`config.mk`:
```
export PLATFORM = sky130hd
export DESIGN_NAME = brac_arbiter
export DESIGN_NICKNAME = d
export VERILOG_FILES = /design/src/hw/brac_pkg.sv /design/src/hw/brac_core_timer.sv /design/src/hw/brac_arbiter.sv
export VERILOG_INCLUDE_DIRS = /design/src /design/src/hw
export SDC_FILE = /design/constraint.sdc
export NUM_CORES = 1
export LEC_CHECK = 0
export CAP_MARGIN = 20
export CORE_MARGIN = 2
export CORE_UTILIZATION = 38
export CTS_BUF_LIST = sky130_fd_sc_hd__clkbuf_16
export DETAILED_ROUTE_END_ITERATION = 6
export DONT_BUFFER_PORTS = 1
export GPL_TIMING_DRIVEN = 0
export PLACE_DENSITY = 0.62
export SLEW_MARGIN = 20
export SYNTH_ARGS = -nofsm -noshare
export SYNTH_HDL_FRONTEND = slang
export SYNTH_SLANG_ARGS = --single-unit
export TNS_END_PERCENT = 5
```
`constraint.sdc`:
```
create_clock -name ref_clk -period 3.6 [get_ports ref_clk]
set_input_delay 0 -clock ref_clk [delete_from_list [all_inputs] [get_ports ref_clk]]
set_output_delay 0 -clock ref_clk [all_outputs]
set_load 0.03 [all_outputs]
```
`src/hw/brac_consts.svh`:
```
/*
 * constants for the buffer register assignment and core arbiter block:
 * interval counts, priority codes, timing figures.
 * assumes inclusion by the arbiter package and modules by bare name.
 */
`ifndef BRAC_CONSTS_SVH
`define BRAC_CONSTS_SVH

// global request interval, ns
`define BRAC_REQ_INTERVAL_NS 100
// clock period at 20 mhz, ns
`define BRAC_CLK_PERIOD_NS 50
// clocks per request interval
`define BRAC_CLKS_PER_INTERVAL (`BRAC_REQ_INTERVAL_NS / `BRAC_CLK_PERIOD_NS)
// core cycle length, ns
`define BRAC_CORE_CYCLE_NS 900
// number of quantized intervals, time 0 to time 9
`define BRAC_NUM_INTERVALS 10
// last interval of a normal core cycle
`define BRAC_CORE_LAST_TIME (`BRAC_CORE_CYCLE_NS / `BRAC_REQ_INTERVAL_NS - 1)
// interval counter width
`define BRAC_TIME_W 4
// interval indices named for their role
`define BRAC_TIME0 4'h0
`define BRAC_TIME1 4'h1
`define BRAC_TIME3 4'h3
`define BRAC_TIME4 4'h4
`define BRAC_TIME5 4'h5
`define BRAC_TIME9 4'h9
// core access priority codes {upper, lower}
`define BRAC_PRIO_LOW 2'h0
`define BRAC_PRIO_MEDIUM 2'h2
`define BRAC_PRIO_WARNING 2'h1
`define BRAC_PRIO_HIGH 2'h3
// residence pointer reset value
`define BRAC_PTR_RESET 1'h0

`endif

```
`src/hw/brac_pkg.sv`:
```
/*
 * types for the buffer register assignment and core arbiter block.
 * assumes brac_consts.svh is on the include path.
 */
`include "brac_consts.svh"

package brac_pkg;

    // phase of the 100 ns request interval, one clock each
    typedef enum logic [1:0] {
        BRAC_PH_SAMPLE = 2'h1,
        BRAC_PH_STATUS = 2'h2
    } brac_phase_type;

    // core cycle interval state, time 0..9 counter
    typedef logic [`BRAC_TIME_W-1:0] brac_time_type;

    // state of the top module
    typedef struct packed {
        brac_phase_type phase;
        logic core_cycle_active_a;
        logic core_cycle_active_b;
        logic residence_pointer;
        logic core_running;
        brac_time_type core_time;
    } brac_state_type;

endpackage : brac_pkg

```
`src/hw/brac_core_timer.sv`:
```
/*
 * interval timer: makes the data sample phase and status update strobe
 * of each 100 ns interval, and counts core cycle intervals time 0..9.
 * assumes a 20 mhz ref_clk, two clocks per interval.
 */
`timescale 1ns/10ps

module brac_core_timer
    import brac_pkg::*;
(
    // clock and reset
    input wire logic ref_clk,
    input wire logic rst,
    // core cycle start request, seen at the status strobe
    input wire logic core_start,
    // phase outputs
    output logic data_sample_phase,
    output logic status_update_strobe,
    // core cycle state
    output logic core_running,
    output brac_time_type core_time
);

    // timer state
    typedef struct packed {
        brac_phase_type phase;
        logic running;
        brac_time_type ctime;
    } brac_timer_type;

    brac_timer_type st; // registered copy
    brac_timer_type next_st; // next value

    // interval phase and core interval counter
    always_comb begin
        next_st = st;
        unique case (st.phase)
            BRAC_PH_SAMPLE: begin
                next_st.phase = BRAC_PH_STATUS;
            end
            BRAC_PH_STATUS: begin
                next_st.phase = BRAC_PH_SAMPLE;
                // advance a running cycle at each interval end
                if (st.running) begin
                    if (st.ctime == `BRAC_CORE_LAST_TIME) begin
                        next_st.running = 1'h0; // 900 ns elapsed
                        next_st.ctime = `BRAC_TIME9;
                    end else begin
                        next_st.ctime = st.ctime + 4'h1;
                    end
                end else if (core_start) begin
                    next_st.running = 1'h1; // cycle begins at time 0
                    next_st.ctime = `BRAC_TIME0;
                end
            end
            default: begin
                next_st.phase = BRAC_PH_SAMPLE; // illegal code recovery
            end
        endcase
    end

    // register the state
    always_ff @(posedge ref_clk) begin
        if (rst) begin
            st.phase <= BRAC_PH_SAMPLE;
            st.running <= 1'h0;
            st.ctime <= `BRAC_TIME9;
        end else begin
            st <= next_st;
        end
    end

    // phase decode
    assign data_sample_phase = (st.phase == BRAC_PH_SAMPLE);
    assign status_update_strobe = (st.phase == BRAC_PH_STATUS);
    assign core_running = st.running;
    assign core_time = st.ctime;

endmodule : brac_core_timer

```
`src/hw/brac_arbiter.sv`:
```
/*
 * control logic of one memory module of a multiport core buffer:
 * register choice for port requests, new allocation marking, residence
 * pointer, availability term, core cycle arbitration between registers
 * a and b, and per-half register write strobes.
 * assumes request and status inputs are stable over each 100 ns interval
 * and synchronous to ref_clk; status bits (hold, sequential, r, c,
 * priority) are kept outside and fed in.
 */
`timescale 1ns/10ps

`include "brac_consts.svh"

// Contract
// - choice needs module request, no store conflict
// - a chosen if free and b busy
// - flag pair plus pointer picks a or b
// - urgent criterion prerequisites on a and b
// - urgent criterion picks a on b condition
// - active or held-sequential register never chosen
// - choice latches status and enables input strobe
// - new allocation when chosen and no match
// - pointer loads a's new allocation
// - availability term forms the accepted response
// - hold flag blocks first-criterion reassignment and store-to-core start
// - active flag set conditions at status strobe
// - a sets if active, b idle, or wins
// - active flag clears at time 1/4/5
// - core cycle spans 900 ns, time 0..8
// - fetch data at 3 or 4, clear later
// - half strobe is sample phase and transfers
// - new store writes chosen a half
// - matching store writes assigned a half
// - locks block accepted and satisfied responses
// - priority coded low 00 medium 10 warning 01 high 11
// - core load sets valid unless reassigned
// - decisions on 100 ns interval, ten intervals
module brac_arbiter
    import brac_pkg::*;
(
    // clock and reset
    input wire logic ref_clk,
    input wire logic rst,
    // port request to this module
    input wire logic module_request,
    input wire logic request_is_store,
    input wire logic request_is_fetch,
    input wire logic request_upper_half,
    input wire logic requested_prio_upper,
    input wire logic requested_prio_lower,
    // address match against each register
    input wire logic match_a,
    input wire logic match_b,
    // status of register a
    input wire logic hold_a,
    input wire logic seq_a,
    input wire logic free_a,
    input wire logic [1:0] valid_a,
    input wire logic [1:0] current_a,
    input wire logic latched_prio_upper_a,
    input wire logic latched_prio_lower_a,
    // status of register b
    input wire logic hold_b,
    input wire logic seq_b,
    input wire logic free_b,
    input wire logic [1:0] valid_b,
    input wire logic [1:0] current_b,
    input wire logic latched_prio_upper_b,
    input wire logic latched_prio_lower_b,
    // core module
    input wire logic core_unit_free,
    // choice and assignment
    output logic choose_a,
    output logic choose_b,
    output logic latch_status_a,
    output logic latch_status_b,
    output logic new_allocation_a,
    output logic new_allocation_b,
    output logic residence_pointer,
    output logic free_on_allocation,
    output logic store_conflict_flag,
    // core arbitration
    output logic core_cycle_active_a,
    output logic core_cycle_active_b,
    output logic core_start,
    output logic core_start_scheduled_a,
    output logic core_start_scheduled_b,
    output logic [1:0] core_to_register_load_a,
    output logic [1:0] core_to_register_load_b,
    output logic [1:0] set_valid_a,
    output logic [1:0] set_valid_b,
    output logic core_write_lock,
    output logic core_read_lock,
    output logic core_time_valid,
    output logic [3:0] core_time,
    // data register strobes, bit 1 upper, bit 0 lower
    output logic [1:0] register_write_strobe_a,
    output logic [1:0] register_write_strobe_b,
    output logic [1:0] port_to_register_write_a,
    output logic [1:0] port_to_register_write_b
);

    brac_state_type st; // registered state
    brac_state_type next_st; // next state
    logic data_sample_phase; // register input sample phase
    logic status_update_strobe; // status latch phase
    logic tm_running; // core cycle running
    brac_time_type tm_time; // current core interval

    // interval and core cycle timer
    brac_core_timer u_timer (
        .ref_clk(ref_clk),
        .rst(rst),
        .core_start(core_start),
        .data_sample_phase(data_sample_phase),
        .status_update_strobe(status_update_strobe),
        .core_running(tm_running),
        .core_time(tm_time)
    );

    // per-register need terms
    logic [1:0] fetch_need_a; // c set, r clear: core copy newer
    logic [1:0] fetch_need_b;
    logic [1:0] store_need_a; // r set, c clear: register newer
    logic [1:0] store_need_b;
    logic needs_core_fetch_a; // a must start a core fetch
    logic needs_core_fetch_b;
    logic needs_store_a; // a must store to core
    logic needs_store_b;
    logic stale_a; // register and core copies differ
    logic stale_b;
    logic [1:0] prio_a; // {upper, lower} priority
    logic [1:0] prio_b;
    logic high_request; // requested high priority

    // store versus fetch need per half
    always_comb begin
        fetch_need_a = current_a & ~valid_a;
        fetch_need_b = current_b & ~valid_b;
        store_need_a = valid_a & ~current_a;
        store_need_b = valid_b & ~current_b;
        needs_core_fetch_a = |fetch_need_a;
        needs_core_fetch_b = |fetch_need_b;
        needs_store_a = |store_need_a;
        needs_store_b = |store_need_b;
        stale_a = needs_core_fetch_a | needs_store_a;
        stale_b = needs_core_fetch_b | needs_store_b;
    end

    // priority pairs and high-priority request
    always_comb begin
        prio_a = {latched_prio_upper_a, latched_prio_lower_a};
        prio_b = {latched_prio_upper_b, latched_prio_lower_b};
        high_request = ({requested_prio_upper, requested_prio_lower}
            == `BRAC_PRIO_HIGH);
    end

    // core lock and store conflict
    always_comb begin
        core_write_lock = (|core_to_register_load_a)
            | (|core_to_register_load_b);
        core_read_lock = tm_running
            & ((tm_time == `BRAC_TIME0) | (tm_time == `BRAC_TIME1))
            & (st.core_cycle_active_a | st.core_cycle_active_b);
        store_conflict_flag = core_write_lock & request_is_store
            & ~request_is_fetch;
    end

    // scheduled start: a register about to win this interval
    logic win_a; // a beats b in the core arbitration
    logic win_b; // b beats a
    logic can_set_a; // set prerequisites for a
    logic can_set_b;

    // core cycle set prerequisites and priority comparison
    always_comb begin
        // hold blocks store-to-core start until second word
        can_set_a = status_update_strobe & core_unit_free
            & ~st.core_cycle_active_b
            & (needs_core_fetch_a | (~hold_a & needs_store_a));
        can_set_b = status_update_strobe & core_unit_free
            & ~st.core_cycle_active_a
            & (needs_core_fetch_b | (~hold_b & needs_store_b));
        // a wins unless b's priority is higher; tie broken by pointer
        win_a = ~((prio_b[0] & prio_b[1]
                & (st.residence_pointer | ~prio_a[0]))
            | (prio_b[1] & ~prio_a[1])
            | (~prio_a[1] & st.residence_pointer)
            | (prio_b[1] & st.residence_pointer & ~prio_a[0]));
        win_b = ~win_a;
        core_start_scheduled_a = can_set_a & (st.core_cycle_active_a
            | ~(needs_core_fetch_b | (~hold_b & needs_store_b))
            | win_a);
        core_start_scheduled_b = can_set_b & ~core_start_scheduled_a
            & (st.core_cycle_active_b
            | ~(needs_core_fetch_a | (~hold_a & needs_store_a))
            | win_b);
        core_start = core_start_scheduled_a | core_start_scheduled_b;
    end

    // register choice
    logic rule12_a; // first criterion for a
    logic rule12_b;
    logic rule3_a; // second criterion prerequisites for a
    logic rule3_b;
    logic rule3x_a; // second criterion full decision for a
    logic rule3x_b;
    logic seq_pick_a; // flag pair decision favours a
    logic go; // request to this module without conflict
    logic blocked_a; // register may not be taken now
    logic blocked_b;

    always_comb begin
        go = module_request & ~store_conflict_flag;
        // never take a register in a core cycle, or held and sequential
        blocked_a = st.core_cycle_active_a | (hold_a & seq_a);
        blocked_b = st.core_cycle_active_b | (hold_b & seq_b);
        // flag pair: equal flags use pointer, else pick flagged one
        seq_pick_a = (~seq_b & ~st.residence_pointer) | (seq_a & ~seq_b)
            | (seq_a & ~st.residence_pointer);
        rule12_a = ~stale_a & ~hold_a & (st.core_cycle_active_b
            | stale_b | hold_b | seq_pick_a);
        rule12_b = ~stale_b & ~hold_b & (st.core_cycle_active_a
            | stale_a | hold_a | ~seq_pick_a);
        rule3_a = high_request & ~st.core_cycle_active_a
            & ~core_start_scheduled_a & ~seq_a & ~free_b
            & ~needs_store_a;
        rule3_b = high_request & ~st.core_cycle_active_b
            & ~core_start_scheduled_b & ~seq_b & ~free_a
            & ~needs_store_b;
        rule3x_a = rule3_a & (~st.residence_pointer
            | st.core_cycle_active_b | core_start_scheduled_b | seq_b
            | needs_core_fetch_b);
        rule3x_b = rule3_b & (st.residence_pointer
            | st.core_cycle_active_a | core_start_scheduled_a | seq_a
            | needs_core_fetch_a);
        choose_a = go & ~blocked_a & (rule12_a | rule3x_a);
        choose_b = go & ~blocked_b & ~choose_a
            & (rule12_b | (rule3x_b & ~rule3x_a));
        latch_status_a = choose_a;
        latch_status_b = choose_b;
        new_allocation_a = choose_a & ~match_a & ~match_b;
        new_allocation_b = choose_b & ~match_a & ~match_b;
        free_on_allocation = data_sample_phase & go
            & (free_a | free_b | rule3x_a | rule3x_b);
    end

    // core-to-register loads in intervals 3 or 4 of a running cycle
    logic fetch_window; // core read data available
    always_comb begin
        fetch_window = tm_running & ((tm_time == `BRAC_TIME3)
            | (tm_time == `BRAC_TIME4));
        core_to_register_load_a = (fetch_window & st.core_cycle_active_a)
            ? fetch_need_a : 2'h0;
        core_to_register_load_b = (fetch_window & st.core_cycle_active_b)
            ? fetch_need_b : 2'h0;
        // valid set by load only if not reassigned meanwhile
        set_valid_a = new_allocation_a ? 2'h0
            : (core_to_register_load_a | valid_a);
        set_valid_b = new_allocation_b ? 2'h0
            : (core_to_register_load_b | valid_b);
    end

    // port-to-register writes and data input strobes per half
    genvar h;
    generate
        for (h = 0; h < 2; h = h + 1) begin : g_half
            logic hit_half; // request targets this half
            logic store_half; // store into this half
            assign hit_half = (request_upper_half == 1'(h));
            assign store_half = request_is_store & hit_half;
            // new store into chosen a, or matching store
            assign port_to_register_write_a[h] =
                (choose_a & store_half & ~match_b)
                | (match_a & store_half);
            assign port_to_register_write_b[h] =
                (choose_b & store_half & ~match_a)
                | (match_b & store_half);
            // sample phase gates all transfers
            assign register_write_strobe_a[h] = data_sample_phase
                & (port_to_register_write_a[h]
                | core_to_register_load_a[h]);
            assign register_write_strobe_b[h] = data_sample_phase
                & (port_to_register_write_b[h]
                | core_to_register_load_b[h]);
        end
    endgenerate

    // active flag clear and next state
    logic clear_ok_time; // interval in which a clear may happen
    always_comb begin
        next_st = st;
        next_st.phase = status_update_strobe ? BRAC_PH_STATUS
            : BRAC_PH_SAMPLE;
        next_st.core_running = tm_running;
        next_st.core_time = tm_time;
        clear_ok_time = tm_running & ((tm_time == `BRAC_TIME1)
            | (tm_time == `BRAC_TIME4) | (tm_time == `BRAC_TIME5));
        // set wins; clear only at the status strobe
        if (core_start_scheduled_a) begin
            next_st.core_cycle_active_a = 1'h1;
        end else if (status_update_strobe & st.core_cycle_active_a
            & ((core_unit_free & ~tm_running)
            | (clear_ok_time & (&set_valid_a)))) begin
            next_st.core_cycle_active_a = 1'h0;
        end
        if (core_start_scheduled_b) begin
            next_st.core_cycle_active_b = 1'h1;
        end else if (status_update_strobe & st.core_cycle_active_b
            & ((core_unit_free & ~tm_running)
            | (clear_ok_time & (&set_valid_b)))) begin
            next_st.core_cycle_active_b = 1'h0;
        end
        // pointer follows a's new allocation
        if (new_allocation_a | new_allocation_b) begin
            next_st.residence_pointer = new_allocation_a;
        end
    end

    // state register
    always_ff @(posedge ref_clk) begin
        if (rst) begin
            st.phase <= BRAC_PH_SAMPLE;
            st.core_cycle_active_a <= 1'h0;
            st.core_cycle_active_b <= 1'h0;
            st.residence_pointer <= `BRAC_PTR_RESET;
            st.core_running <= 1'h0;
            st.core_time <= `BRAC_TIME9;
        end else begin
            st <= next_st;
        end
    end

    // registered status outputs
    assign core_cycle_active_a = st.core_cycle_active_a;
    assign core_cycle_active_b = st.core_cycle_active_b;
    assign residence_pointer = st.residence_pointer;
    assign core_time_valid = st.core_running;
    assign core_time = st.core_time;

endmodule : brac_arbiter

```
==> results of run 1 <==
[power by group]
group | leakage (nW) | internal (mW) | switching [mW]
registers | 0.122 | 0.172 | 0.00919
logic | 0.456 | 0.0358 | 0.0740
clock network | 0.0423 | 0.147 | 0.0685
[path summary, 6_finish.rpt]
kind	start	endpoint	slack, ps	cells past startpoint
setup / recovery	core_cycle_active_a	latch_status_b	270	8
hold / removal	core_unit_free	core_cycle_active_b	10	3
setup reg to reg	core_cycle_active_a	residence_pointer	540	9
hold reg to reg	u_timer.core_time[1]	core_time[1]	530	2
[routing by layer]
metal | share of wire (%) | global-route usage [%]
met5 | 0 | 0
met4 | 2.0 | 6.79
met3 | 6.9 | 4.29
met2 | 45 | 27.8
met1 | 46 | 26.2
[repair_timing]
action	CTS	global route
hold buffers	1	0
resized for setup	0	0
endpoints found under the hold margin	4	0
buffers inserted	0	0
[kinds of logic after synthesis]
kind of cell    count (synthesis)  share of synthesized area, %
buf+inv                        23                          7.14
simple gates                   87                          36.1
fa+ha+maj                       4                          3.52
compound gates                 58                          30.3
flops                          15                          22.2
xor+xnor                        1                         0.649
[metrics by stage]
step / area [sq um] / util (%)
finish: 1510 / 44.9
global route: 1510 / 44.9
CTS: 1510 / 44.9
detailed placement: 1420 / 42.2
global placement: 1410 / 41.9
floorplan: 1350 / -
[area by class of cell]
class,instances,area (sq um),area share (%)
multi-input cells,150,966,64.0
flip-flops and latches,15,300,19.9
clock buffers,3,75.1,4.98
inverters,16,60.1,3.98
well taps,46,57.6,3.81
plain buffers,7,36.3,2.40
repair buffers,1,10.0,0.663
clock inverters,1,3.75,0.249
[registers in the layout, indices dropped and copies added, names as in the netlist]
| register | count |
|---|---|
| core_time | 4 |
| u_timer.core_time | 4 |
| u_timer.st | 2 |
| core_cycle_active_a | 1 |
| core_cycle_active_b | 1 |
| core_time_valid | 1 |
| residence_pointer | 1 |
| u_timer.core_running | 1 |
[worst reg2reg max path, delay by kind of cell, from the launching register on]
family	cells	cell delay, ps
flops	1	520
buf+inv	2	390
compound gates	4	1010
simple gates	3	1010
[cells in the final DEF (no fill, tap or decap), types with 4 or more instances in the layout]
cell type / Yosys / final
nand3_1: 6 / 6
a21oi_1: 14 / 14
a31oi_1: 4 / 4
nand2_1: 11 / 11
nor3_1: 4 / 4
nand2b_1: 8 / 8
nor2b_1: 8 / 8
o21ai_0: 8 / 8
dfxtp_1: 15 / 15
nor2_1: 27 / 27
inv_1: 16 / 17
==> results by group, run 1 <==
Status
  – Outcome: completed

Worst setup path
  – Number of buffers and inverters on the critical path: 3
  – CP Max Fanout: 9
  – Worst path slowest cell: nor3_1
  – CP required: 3600 ps
  – CP arrival: about 3300 ps
  – Crit-path leading delay family: compound AO/OA/AOI/OAI gates
  – Startpoint Class: flip-flop
  – Slowest Stage Delay on Critical Path: 810 ps
  – CP endpoint kind: primary output
  – CP Cell Sequence: buf_2 > inv_1 > o211ai_1 > nand2_1 > o211a_1 > o41a_1 > nor3_1 > buf_4
  – Critical path class: reg2out

Power and ir drop
  – Max IR drop VDD: ~0.00024 V
  – Pwr Density: 336 mW/mm^2
  – Tot Pwr: 0.507 mW
  – Static leakage: 0.620 nW

Timing
  – Least-Margin Pin Slew: ~1000 ps
  – Crit path time final: 3330 ps
  – Fin. Hold Viols: 0
  – Setup repair after global routing missed its margin: false
  – Final setup margin: around 270 ps
  – Final setup TNS: 0 ps
  – Slew margin rel.: 33.0%
  – Final period utilization: 92.5%
  – Max Clock Freq: roughly 0.3 GHz
  – Clock Skews: between 1 and 1.5 ps
  – Final slew viol count: 0
  – Final setup viols: 0
  – Worst hold margin: 13.8 ps

Clocking
  – Clock transition at path regs: roughly 50 ps
  – Worst-case clock buffer depth: 2
  – Clock latency on the worst-skew pair: 240 ps
  – CTS tree: yes
  – CTS sink cnt: 15
  – Clock root buffer: clkbuf_16
  – CTS H-tree depth: 1
  – TritonCTS Buffers: 3

Floorplanning
  – Initial core utilization: between 40% and 50%
  – Top-level port count: 66
  – Die area: 0.00405 sq mm
  – Rows: 21
  – Height of the die: approximately 64 microns
  – Core area: 0.00336 sq mm
  – Die Wd: 63.6 microns

Logic synthesis
  – Most common cell in the netlist: nor2_1
  – Post-synth top area cell: dfxtp_1
  – Flop and latch count out of synthesis: 15
  – Cell area after synthesis: 0.00135 sq mm
  – FFs w/ async S/R, synth: 0%
  – Library cells used by synthesis: 54
  – Main flop type after synthesis: dfxtp_1
  – Largest cells by area after synthesis: dfxtp_1, nor2_1, a21oi_1, inv_1, nand2b_1
  – Sequential share of the synthesized area: 22.2%
  – Yosys top cell area share: 22.2%
  – Most frequent cells after synthesis: nor2_1, inv_1, dfxtp_1
  – Syn. warnings: 0
  – Cells after Synth: between 150 and 200
  – Mean Syn Cell Area: around 7 sq um
  – Syn Nets: 220
  – EDFF count, synth: 0

Route
  – Post-Route WL: 3820 microns
  – DRT Pass-1 Iters: 6
  – Number of DRC markers in iteration 0: 81
  – DR vias: 1383
  – Antenna viol nets, final: 0
  – DRC: 0
  – Post-DR vias/cell: 5.79
  – Wire per inst: roughly 16 microns

Layout
  – Fill cell count: 380
  – Share of layout cells above drive strength 1: 11.4%
  – Fin nets: 226
  – Post-route insts no fill: roughly 240
  – Antenna diode count: 0
  – Area delta synth->final: 11.8%

Placement
  – GPL Wtd Cong: 0.873
  – Number of port buffers: 0
  – Detailed placer's ending HPWL: between 3000 and 4000 microns
  – Placement Setup Slack: 535 ps
  – Dpl cells: 234

Global route
  – Initial antenna violation count: 0
  – Number of global-route vias before repair: 1285
  – Remaining global-route overflow: 0
  – First-pass GRT wire length: 6100 microns
  – Tot GR Track Use: between 10% and 20%
  – Largest net degree at the start of global routing: 11

Worst hold path
  – Worst min path class: in2reg

Run
  – MaxCap Viol Count: 0
Power figures use the tool's default switching activity.
==> run 2: changes to the inputs <==
--- a/config.mk
+++ b/config.mk
@@ -8,12 +8,13 @@
 export LEC_CHECK = 0
 export CAP_MARGIN = 20
 export CORE_MARGIN = 2
-export CORE_UTILIZATION = 38
+export CORE_UTILIZATION = 40
 export CTS_BUF_LIST = sky130_fd_sc_hd__clkbuf_16
 export DETAILED_ROUTE_END_ITERATION = 6
 export DONT_BUFFER_PORTS = 1
 export GPL_TIMING_DRIVEN = 0
-export PLACE_DENSITY = 0.62
+export MAX_ROUTING_LAYER = met4
+export PLACE_DENSITY = 0.64
 export SLEW_MARGIN = 20
 export SYNTH_ARGS = -nofsm -noshare
 export SYNTH_HDL_FRONTEND = slang
==> results by group, run 2 (same netlist as run 1, synthesis figures left out) <==
Timing
  – Least-Margin Pin Slew: around 1000 ps
  – Final slew viol count: 0
  – Slew margin rel.: 33.2%
  – Max Clock Freq: 0.297 GHz
  – Setup repair after global routing missed its margin: false
  – Crit path time final: 3370 ps
  – Final setup TNS: 0 ps
  – Final period utilization: between 90 and 100%
  – Final setup viols: 0
  – Worst hold margin: 11.8 ps
  – Fin. Hold Viols: 0
  – Clock Skews: between 5 and 6 ps

Route
  – DR vias: 1343
  – DRC: 0
  – Antenna viol nets, final: 0
  – Post-Route WL: about 3600 microns
  – Number of DRC markers in iteration 0: 60
  – DRT Pass-1 Iters: 4
  – Wire per inst: 14.9 microns
  – Post-DR vias/cell: ~5.6

Layout
  – Layout Utilization: between 40% and 50%
  – Multi-input logic area: 966 sq um
  – Antenna diode count: 0
  – Register area: 300 sq um
  – Area delta synth->final: 11.9%
  – Post-route insts no fill: 239
  – Biggest regs: core_time x4, u_timer.core_time x4, u_timer.st x2
  – Fin nets: approximately 230
  – Share of layout cells above drive strength 1: 11.9%
  – Fill cell count: approximately 350
  – Most common cell after layout, fill and taps aside: nor2_1
  – Commonest non-fill, non-tap cells in the layout: nor2_1, inv_1, dfxtp_1

Run
  – MaxCap Viol Count: 0

Placement
  – Number of port buffers: 0
  – Dpl cells: between 200 and 250
  – GPL Wtd Cong: 0.826
  – Detailed placer's ending HPWL: 2920 microns

Worst setup path
  – Slowest Stage Delay on Critical Path: about 820 ps
  – CP Max Fanout: 9
  – CP required: 3600 ps
  – Critical path class: reg2out
  – CP endpoint kind: primary output
  – Startpoint Class: flip-flop
  – Number of buffers and inverters on the critical path: 3
  – CP arrival: around 3400 ps
  – R2R Path End: residence_pointer
  – Crit-path leading delay family: compound AO/OA/AOI/OAI gates
  – Worst path slowest cell: nor3_1
  – CP Cell Sequence: buf_2 > inv_1 > o211ai_1 > nand2_1 > o211a_1 > o41a_1 > nor3_1 > buf_4
  – R2R setup slack: 560 ps
  – R2r startpoint: core_cycle_active_a
  – R2R depth: 9

Clocking
  – Clock latency on the worst-skew pair: 250 ps
  – CTS H-tree depth: 1
  – Worst-case clock buffer depth: 2
  – Clock transition at path regs: around 50 ps
  – CTS Hold Bufs: 1
  – CTS tree: yes
  – Clock root buffer: clkbuf_16
  – TritonCTS Buffers: 3
  – CTS sink cnt: 15
  – Resize count post-CTS: 0
  – Setup bufs post-CTS: 0

Floorplanning
  – Top-level port count: between 60 and 70
  – Height of the die: approximately 62 microns
  – Rows: 21
  – Core area: between 0.003 and 0.004 sq mm
  – Initial core utilization: 41.1%
  – Die area: just under 0.004 sq mm
  – Die Wd: between 60 and 70 microns

Power and ir drop
  – Sw Share: 29.3%
  – Seq pwr share: a little over a third
  – Combinational power share: 21.6%
  – Clk pwr share: 42.3%
  – Static leakage: 0.619 nW
  – Power Internal: 0.356 mW
  – Max IR drop VDD: 0.000188 V
  – Pwr Density: around 330 mW/mm^2
  – Net switching power: approximately 0.15 mW

Global route
  – Gr busiest metal: met2
  – Initial antenna violation count: 0
  – Largest net degree at the start of global routing: 11
  – GR Util met3: under 10%
  – Remaining global-route overflow: 0
  – Met2 Usage GRT: between 20% and 30%
  – Number of global-route vias before repair: between 1000 and 1500
  – Tot GR Track Use: 19.0%
  – M1 GR Usage: 25.9%
  – First-pass GRT wire length: just over 5000 microns

Worst hold path
  – Worst hold path endpoint: core_cycle_active_b
  – Worst min path class: in2reg
  – HP Start: core_unit_free
  – Hold depth: 3

Status
  – Outcome: completed
## run 2: layout make-up
| type | count | share of cell area [%] |
|---|---|---|
| Multi-Input combinational cell | 150 | 64.0 |
| Sequential cell | 15 | 19.9 |
| Clock buffer | 3 | 4.97 |
| Inverter | 16 | 3.98 |
| Tap cell | 46 | 3.81 |
| Buffer | 7 | 2.40 |
| Timing Repair Buffer | 1 | 0.663 |
| Clock inverter | 1 | 0.331 |
## run 2: worst register-to-register path: cells and delay by family (launching register included)
kind / cells / cell delay [ps]
AO/OA/AOI/OAI: 4 / 1060
flip-flops: 1 / 500
AND/OR/NAND/NOR: 3 / 980
buffers and inverters: 2 / 380
## run 2: power by group through the flow
stage	combinational (mW)	clock [mW]	sequential [mW]
finish	0.109	0.213	0.181
global route	0.120	0.227	0.182
CTS	0.109	0.218	0.181
detailed placement	0.107	0	0.185
global placement	0.106	0	0.184
floorplan	0.0911	0	0.183
## run 2: worst max-delay path by stage
stage,start,to,cells after the start
floorplan,core_cycle_active_a,latch_status_b,8
global placement,core_cycle_active_a,latch_status_b,8
detailed placement,core_cycle_active_a,latch_status_b,8
CTS,core_cycle_active_a,latch_status_b,8
global route,core_cycle_active_a,latch_status_b,8
finish,core_cycle_active_a,latch_status_b,8
## run 2: layer usage
layer	up-vias	routed length, microns
li1	685	-
met1	590	1500
met2	64	1660
met3	4	367
met4	0	32
met5	-	0
## run 2: metrics by stage
stage	instance area (sq um)	worst slack (ps)	total power [mW]
2_1_floorplan	1350	789	0.274
3_3_place_gp	1410	515	0.290
3_5_place_dp	1420	496	0.292
4_1_cts	1510	229	0.508
5_1_grt	1510	38.3	0.529
6_report	1510	230	0.503
